[src/gpc_regs.svh]
// Notes on behaviour
// - each of eight channels analog or digital
// - no potentiometer means digital channel
// - legacy and high-precision paths both offered
// - legacy path mimics classic game port byte
// - all channel results refresh without polling
// - classification and value readable per channel
// - charge interval counted on system clock
// - 16-bit results, low 13 bits written
// - each channel captured once per frame
`ifndef GPC_REGS_SVH
`define GPC_REGS_SVH

`define GPC_NUM_CHANNELS   8
`define GPC_RESULT_WIDTH   16
`define GPC_COUNT_WIDTH    13
`define GPC_COUNT_MAX      13'h1FFF
`define GPC_XTAL_HZ        12096000
`define GPC_FRAME_HZ       90
`define GPC_CLK_HZ         40000000
// capture frame length in system clocks
`define GPC_FRAME_CYCLES   (`GPC_CLK_HZ / `GPC_FRAME_HZ)
// capacitor discharge time in microseconds and cycles
`define GPC_DISCHARGE_US   10
`define GPC_DISCHARGE_CYC  ((`GPC_DISCHARGE_US * `GPC_CLK_HZ + 999999) / 1000000)
`define GPC_LEGACY_ADDR    16'h0201
`define GPC_SEL_WIDTH      3

`endif

[src/gpc_pkg.sv]
// ==========================================================
// types shared by the capture logic
package gpc_pkg;
    typedef enum logic [1:0] {
        GPC_ST_IDLE      = 2'b00,
        GPC_ST_DISCHARGE = 2'b01,
        GPC_ST_COUNT     = 2'b10,
        GPC_ST_STORE     = 2'b11
    } gpc_state_t;

    typedef struct packed {
        logic        is_analog;
        logic        pressed;
        logic [15:0] value;
    } gpc_result_t;
endpackage

[src/gpc_capture.sv]
`timescale 1ns/100ps
`default_nettype none
`include "gpc_regs.svh"
// ==========================================================
// game port capture: per-channel analog timing or digital sampling
module gpc_capture #(
    parameter int FRAME_CYCLES = `GPC_FRAME_CYCLES,
    parameter int DISCH_CYCLES = `GPC_DISCHARGE_CYC
) (
    // clocking
    input  wire logic                         clk_sys,
    input  wire logic                         reset_n,
    input  wire logic                         clk_en,
    // pins
    input  wire logic [7:0]                   channel_pins_in,
    output logic      [7:0]                   channel_pins_out,
    output logic      [7:0]                   channel_pins_oe,
    input  wire logic                         timing_cap_trip,
    output logic                              timing_cap_pos,
    output logic                              timing_cap_neg,
    // high-precision read port
    input  wire logic [2:0]                   hp_sel,
    output gpc_pkg::gpc_result_t              hp_result,
    output logic      [7:0]                   analog_map,
    // legacy port byte
    input  wire logic                         legacy_fire,
    output logic      [7:0]                   legacy_byte,
    output logic                              frame_done
);
    localparam logic [12:0] CMAX = `GPC_COUNT_MAX;

    logic [7:0] pins_s;
    logic [7:0] trip_s;

    // synchronise channel pins and comparator
    gpc_sync #(.WIDTH(8)) u_sync_pins (
        .clk_sys  (clk_sys),
        .reset_n  (reset_n),
        .clk_en   (clk_en),
        .async_in (channel_pins_in),
        .sync_out (pins_s)
    );
    gpc_sync #(.WIDTH(8)) u_sync_trip (
        .clk_sys  (clk_sys),
        .reset_n  (reset_n),
        .clk_en   (clk_en),
        .async_in ({7'h00, timing_cap_trip}),
        .sync_out (trip_s)
    );

    // ======================================================
    // sequencer state
    gpc_pkg::gpc_state_t state;
    gpc_pkg::gpc_state_t next_state;
    logic [2:0]  chan;
    logic [2:0]  next_chan;
    logic [12:0] cnt;
    logic [12:0] next_cnt;
    logic [31:0] frame_cnt;
    logic [31:0] next_frame_cnt;
    logic [12:0] value   [8];
    logic [7:0]  is_analog;
    logic [7:0]  next_is_analog;
    logic        store_en;
    logic        frame_tick;

    // frame timer starts one sweep per frame
    always_comb
    begin
        frame_tick     = (frame_cnt == 32'(FRAME_CYCLES - 1));
        next_frame_cnt = frame_tick ? 32'h0000_0000 : frame_cnt + 32'h0000_0001;
    end

    // sweep every channel: discharge, count, store
    always_comb
    begin
        next_state     = state;
        next_chan      = chan;
        next_cnt       = cnt;
        next_is_analog = is_analog;
        store_en       = 1'b0;
        case (state)
            gpc_pkg::GPC_ST_IDLE:
            begin
                if (frame_tick)
                begin
                    next_chan  = 3'h0;
                    next_cnt   = 13'h0000;
                    next_state = gpc_pkg::GPC_ST_DISCHARGE;
                end
            end
            gpc_pkg::GPC_ST_DISCHARGE:
            begin
                if (cnt == 13'(DISCH_CYCLES - 1))
                begin
                    next_cnt   = 13'h0000;
                    next_state = gpc_pkg::GPC_ST_COUNT;
                end
                else
                    next_cnt = cnt + 13'h0001;
            end
            gpc_pkg::GPC_ST_COUNT:
            begin
                // saturation means no pot: the channel is digital
                if (trip_s[0] || cnt == CMAX)
                    next_state = gpc_pkg::GPC_ST_STORE;
                else
                    next_cnt = cnt + 13'h0001;
            end
            gpc_pkg::GPC_ST_STORE:
            begin
                store_en             = 1'b1;
                next_is_analog[chan] = (cnt != CMAX);
                next_cnt             = 13'h0000;
                next_chan            = chan + 3'h1;
                next_state = (chan == 3'h7) ? gpc_pkg::GPC_ST_IDLE
                                            : gpc_pkg::GPC_ST_DISCHARGE;
            end
            default:
                next_state = gpc_pkg::GPC_ST_IDLE;
        endcase
    end

    always_ff @(posedge clk_sys)
    begin
        if (!reset_n)
        begin
            state     <= gpc_pkg::GPC_ST_IDLE;
            chan      <= 3'h0;
            cnt       <= 13'h0000;
            frame_cnt <= 32'h0000_0000;
            is_analog <= 8'h00;
        end
        else if (clk_en)
        begin
            state     <= next_state;
            chan      <= next_chan;
            cnt       <= next_cnt;
            frame_cnt <= next_frame_cnt;
            is_analog <= next_is_analog;
        end
    end

    // per-channel result registers, saturated count
    genvar g;
    generate
        for (g = 0; g < 8; g++)
        begin : g_val
            always_ff @(posedge clk_sys)
            begin
                if (!reset_n)
                    value[g] <= 13'h0000;
                else if (clk_en && store_en && chan == 3'(g))
                    value[g] <= cnt;
            end
        end
    endgenerate

    // ======================================================
    // pin drive: discharge pulls the selected pin low
    always_comb
    begin
        channel_pins_out = 8'h00;
        channel_pins_oe  = 8'hFF;
        if (state == gpc_pkg::GPC_ST_DISCHARGE)
            channel_pins_oe[chan] = 1'b0;
    end
    assign timing_cap_neg = (state == gpc_pkg::GPC_ST_DISCHARGE);
    assign timing_cap_pos = (state == gpc_pkg::GPC_ST_COUNT);

    // ======================================================
    // read paths: high-precision and legacy
    gpc_pkg::gpc_result_t next_hp;
    logic [7:0]           next_legacy;
    logic [7:0]           legacy_timing;

    // legacy byte: axis bits high while timing after a fire write
    always_comb
    begin
        next_hp.is_analog = is_analog[hp_sel];
        next_hp.pressed   = ~pins_s[hp_sel];
        next_hp.value     = {3'h0, value[hp_sel]};
        next_legacy       = {pins_s[7:4], legacy_timing[3:0]};
    end

    logic [12:0] leg_cnt;
    logic [12:0] next_leg_cnt;
    always_comb
    begin
        next_leg_cnt = legacy_fire ? 13'h0000
                     : (leg_cnt == CMAX ? CMAX : leg_cnt + 13'h0001);
        for (int i = 0; i < 4; i++)
            legacy_timing[i] = is_analog[i] && (leg_cnt < value[i]);
        legacy_timing[7:4] = 4'h0;
    end

    always_ff @(posedge clk_sys)
    begin
        if (!reset_n)
        begin
            hp_result   <= '0;
            legacy_byte <= 8'hF0;
            leg_cnt     <= CMAX;
            frame_done  <= 1'b0;
        end
        else if (clk_en)
        begin
            hp_result   <= next_hp;
            legacy_byte <= next_legacy;
            leg_cnt     <= next_leg_cnt;
            frame_done  <= store_en && chan == 3'h7;
        end
    end
    assign analog_map = is_analog;

    // ======================================================
    // checks
    // a count that reaches the top stops there and is stored as it stands
    property p_sat;
        @(posedge clk_sys) disable iff (!reset_n)
        (clk_en && state == gpc_pkg::GPC_ST_COUNT && cnt == CMAX)
            |=> state == gpc_pkg::GPC_ST_STORE && cnt == CMAX;
    endproperty
    a_sat: assert property (p_sat) else $error("count beyond 13 bits");

    property p_upper;
        @(posedge clk_sys) disable iff (!reset_n)
        hp_result.value[15:13] == 3'h0;
    endproperty
    a_upper: assert property (p_upper) else $error("upper bits not zero");

    property p_class;
        @(posedge clk_sys) disable iff (!reset_n)
        (clk_en && state == gpc_pkg::GPC_ST_STORE)
            |=> is_analog[$past(chan)] == ($past(cnt) != CMAX);
    endproperty
    a_class: assert property (p_class) else $error("wrong classification");

    property p_disch;
        @(posedge clk_sys) disable iff (!reset_n)
        state == gpc_pkg::GPC_ST_DISCHARGE |-> !channel_pins_oe[chan] && timing_cap_neg;
    endproperty
    a_disch: assert property (p_disch) else $error("pin not driven in discharge");

    property p_next;
        @(posedge clk_sys) disable iff (!reset_n)
        (clk_en && state == gpc_pkg::GPC_ST_STORE && chan != 3'h7)
            |=> state == gpc_pkg::GPC_ST_DISCHARGE && chan == $past(chan) + 3'h1;
    endproperty
    a_next: assert property (p_next) else $error("sweep skipped a channel");

    property p_frame;
        @(posedge clk_sys) disable iff (!reset_n)
        (clk_en && frame_tick && state == gpc_pkg::GPC_ST_IDLE)
            |=> state == gpc_pkg::GPC_ST_DISCHARGE && chan == 3'h0;
    endproperty
    a_frame: assert property (p_frame) else $error("frame did not start sweep");

    property p_press;
        @(posedge clk_sys) disable iff (!reset_n)
        clk_en |=> hp_result.pressed == !$past(pins_s[hp_sel]);
    endproperty
    a_press: assert property (p_press) else $error("pressed state wrong");

    property p_count;
        @(posedge clk_sys) disable iff (!reset_n)
        (clk_en && state == gpc_pkg::GPC_ST_COUNT && !trip_s[0] && cnt != CMAX)
            |=> cnt == $past(cnt) + 13'h0001;
    endproperty
    a_count: assert property (p_count) else $error("count did not advance");

    property p_legacy;
        @(posedge clk_sys) disable iff (!reset_n)
        clk_en |=> legacy_byte[7:4] == $past(pins_s[7:4]);
    endproperty
    a_legacy: assert property (p_legacy) else $error("legacy buttons wrong");

    c_store:  cover property (@(posedge clk_sys) state == gpc_pkg::GPC_ST_STORE);
    c_analog: cover property (@(posedge clk_sys) is_analog != 8'h00);
    c_done:   cover property (@(posedge clk_sys) frame_done);
endmodule
`default_nettype wire

[src/gpc_sync.sv]
`timescale 1ns/100ps
`default_nettype none
// ==========================================================
// two-flop synchroniser for pin levels
module gpc_sync #(
    parameter int WIDTH = 8
) (
    // clocking
    input  wire logic             clk_sys,
    input  wire logic             reset_n,
    input  wire logic             clk_en,
    // levels
    input  wire logic [WIDTH-1:0] async_in,
    output logic      [WIDTH-1:0] sync_out
);
    logic [WIDTH-1:0] stage1;
    logic [WIDTH-1:0] stage2;

    // first stage feeds only the second
    always_ff @(posedge clk_sys)
    begin
        if (!reset_n)
        begin
            stage1 <= '1;
            stage2 <= '1;
        end
        else if (clk_en)
        begin
            stage1 <= async_in;
            stage2 <= stage1;
        end
    end

    assign sync_out = stage2;
endmodule
`default_nettype wire

[config.mk]
export PLATFORM = sky130hd
export DESIGN_NAME = gpc_capture
export DESIGN_NICKNAME = d
export VERILOG_FILES = /design/src/gpc_pkg.sv /design/src/gpc_capture.sv /design/src/gpc_sync.sv
export VERILOG_INCLUDE_DIRS = /design/src
export SDC_FILE = /design/constraint.sdc
export NUM_CORES = 1
export LEC_CHECK = 0
export ABC_AREA = 1
export BUFFER_PORTS_ARGS = -buffer_cell sky130_fd_sc_hd__buf_2
export CAP_MARGIN = 30
export CORE_MARGIN = 2
export CORE_UTILIZATION = 45
export DETAILED_ROUTE_END_ITERATION = 16
export SETUP_SLACK_MARGIN = 0.3
export SLEW_MARGIN = 0
export SYNTH_ARGS = -nofsm -noshare
export SYNTH_HDL_FRONTEND = slang
export SYNTH_SLANG_ARGS = --single-unit
[constraint.sdc]
create_clock -name clk_sys -period 4.55 [get_ports clk_sys]
set_input_delay 0.455 -clock clk_sys [delete_from_list [all_inputs] [get_ports clk_sys]]
set_output_delay 0.455 -clock clk_sys [all_outputs]
set_load 0.005 [all_outputs]
==> impl_metrics.json <==
{
  "synth.top_cells.by_area": "edfxtp_1, dfxtp_1, nand2_1",
  "n_antenna_cell": 0,
  "power_frac_seq_pct": 45.8,
  "antenna_found_initial": 0,
  "status": "completed",
  "grt_use_met3_pct": 2.77,
  "hold_viol_final": 0,
  "post_cts_resize_count": 0,
  "setup_viol": 0,
  "postSynthAreaPerCell_um2": 8.00,
  "relSlewSlack_pct": 36.3,
  "placed_area_um2": 12200,
  "synth_area_leader_cell": "edfxtp_1",
  "finalSetupTns_ps": 0,
  "p_leak_uw": 0.00540,
  "fp.dieW_um": 165,
  "cts_hold_buf": 0,
  "ys.flop_type": "dfxtp_1",
  "synth_top_area_share_pct": 26.7,
  "grt_overflow": 0,
  "grt_pass1_wl_mm": 48.3,
  "ys_seq_area_share_pct": 46.1,
  "initial_core_util_pct": 46.2,
  "dp_hpwl_mm": 21.6,
  "cp.arrival_ps": 2100,
  "synth-seq-cells": 217,
  "hold_path_class": "in -> reg",
  "clock_latency_ps": 540,
  "area_growth_pct": 11.6,
  "die_h_um": 165,
  "pwr-share-clk_pct": 44.5,
  "use_met1_pct": 31.2,
  "fmax_mhz": 392,
  "final_cell_mix": "nand2_1, nor2_1, inv_1",
  "max-vdd-ir-drop_uv": 226,
  "drtPass1Iterations": 5,
  "busiest_layer": "met2",
  "clock_sinks": 217,
  "skew_ps": 20.3,
  "combPwrFrac_pct": 9.7,
  "port-buffer-count": 57,
  "clockRootBuffer": "clkbuf_16",
  "detail_route.vias_per_cell": 5.28,
  "wl_per_cell_um": 16.5,
  "die_area_um2": 27300,
  "final_cell_area_um2": 13100,
  "num_io_pins": 69,
  "critPathRequiredTime_ps": 4090,
  "gp_congestion": 0.892,
  "routed_wl_mm": 30.4,
  "grtUsageMet2_pct": 37.3,
  "tightest_slew_ps": 955,
  "grt_max_degree": 77,
  "drcViolationCount": 0,
  "h-tree-depth": 1,
  "crit_fanout": 18,
  "detail_route.iter0.violations": 730,
  "internal_power_uw": 3540,
  "worst_setup_path_start_kind": "register",
  "yosysWarningCount": 0,
  "period_share_pct": 56.1,
  "syn_area_um2": 11700,
  "core.rowCount": 58,
  "layout-drive-gt1-share_pct": 9.79,
  "antenna_left": 0,
  "nNetsFinal": 1571,
  "rsz0062_at_grt": "no",
  "layout_commonest_cell": "nand2_1",
  "cts_buffer_depth": 3,
  "grt_use_total_pct": 22.6,
  "min_period_ps": 2550,
  "core-area_um2": 25300,
  "cts_tree": "done",
  "worst_setup_path_end_kind": "output pin",
  "grt_pass1_vias": 8922,
  "synthArstFlopShare_pct": 0,
  "synth-edff-count": 104,
  "path_clk_slew_ps": 60,
  "drv_slew": 0,
  "drv_cap": 0,
  "synth_cells": 1461,
  "power_switching_uw": 1190,
  "p_sw_share_pct": 25.1,
  "cts_made_buffers": 25,
  "synth_cell_types": 49,
  "powerDensity_nw_per_um2": 363,
  "post_cts_buffers": 0,
  "path_class": "reg -> out",
  "route.vias.total": 9716
}
==> area by class of cell <==
cell class / count / area (µm²)
fillers: 2393 / 12300
clock inverters: 11 / 141
flip-flops and latches: 217 / 5390
clock buffers: 34 / 721
repair buffers: 68 / 390
inverters: 186 / 698
multi-input cells: 995 / 5310
well taps: 330 / 413
==> final timing paths <==
kind                              start                            endpoint  slack (ps)  cells past startpoint
min                  channel_pins_in[3]  u_sync_pins.stage1[3]$_SDFFE_PN1P_         160                      3
max                chan[2]$_SDFFE_PN0P_                  channel_pins_oe[0]        2000                      3
max reg2reg       state[0]$_SDFFE_PN0P_           value[2][3]$_SDFFCE_PN0P_        2050                      5
min reg2reg  hp_result[17]$_SDFFE_PN0P_          hp_result[17]$_SDFFE_PN0P_         450                      2
==> registers in the layout (all words and copies together), names as in the netlist <==
signal,cells
chan,3
leg_cnt,13
u_sync_trip.stage1,1
frame_cnt,32
u_sync_pins.stage1,8
hp_result,15
state,2
analog_map,8
u_sync_pins.sync_out,8
u_sync_trip.sync_out,1
cnt,13
legacy_byte,8
value,104
frame_done,1
==> power groups by stage <==
stage | clock network, µW | registers (µW) | logic (µW)
3_5_place_dp | 0 | 2210 | 459
6_report | 2110 | 2170 | 460
3_3_place_gp | 0 | 2210 | 445
5_1_grt | 2210 | 2180 | 525
4_1_cts | 2140 | 2170 | 461
2_1_floorplan | 0 | 2190 | 336
==> cell usage after synthesis, types with 3 or more instances <==
cell and n:
clkbuf_1 37, nor2_2 4, nand2_1 256, nor3_1 26
clkinv_1 10, nand3_1 74, xor2_1 12, inv_1 165
ha_1 62, inv_2 11, a22oi_1 7, nor2_4 4
edfxtp_1 104, buf_4 12, o21ai_1 3, a21oi_1 106
buf_1 4, o211ai_1 34, a31oi_1 4, nand4_1 30
nand2_2 7, o21ai_0 77, buf_2 19, mux2i_1 15
nor4_1 13, nor3b_1 6, nor2_1 218, dfxtp_1 113
==> critical path, cell delays in order (launching register included) <==
cell and delay [ps]:
dfxtp_1 790, inv_1 450, nand4_1 210, buf_2 130
==> cells by family (layout without fill, tap and decap cells) <==
logic type,Yosys count,in the layout,share of synthesized area [%]
adder cells (fa/ha/maj),62,62,6.63
multiplexers,15,15,1.28
XOR/XNOR,14,14,1.05
AO/OA/AOI/OAI,241,241,11.5
flip-flops,217,217,46.1
other,1,11,0.0321
AND/OR/NAND/NOR,652,652,24.4
buffers and inverters,259,299,9.00
==> routing by layer <==
layer	up-vias	share of wire, %
met2	292	47
met1	4464	46
met5	-	0
li1	4911	-
met3	49	5.3
met4	0	2.4
==> stage by stage <==
stage	power, µW	hold slack (ps)	cells	util (%)	worst slack (ps)
5_1_grt	4920	160	1841	51.5	1830
4_1_cts	4770	146	1840	51.5	1850
3_5_place_dp	2670	435	1795	48.1	1340
3_3_place_gp	2650	435	1791	47.9	1430
2_1_floorplan	2530	430	1471	-	2170
6_report	4730	157	1841	51.5	2000
Note: power is estimated with default switching activity, not from simulation.
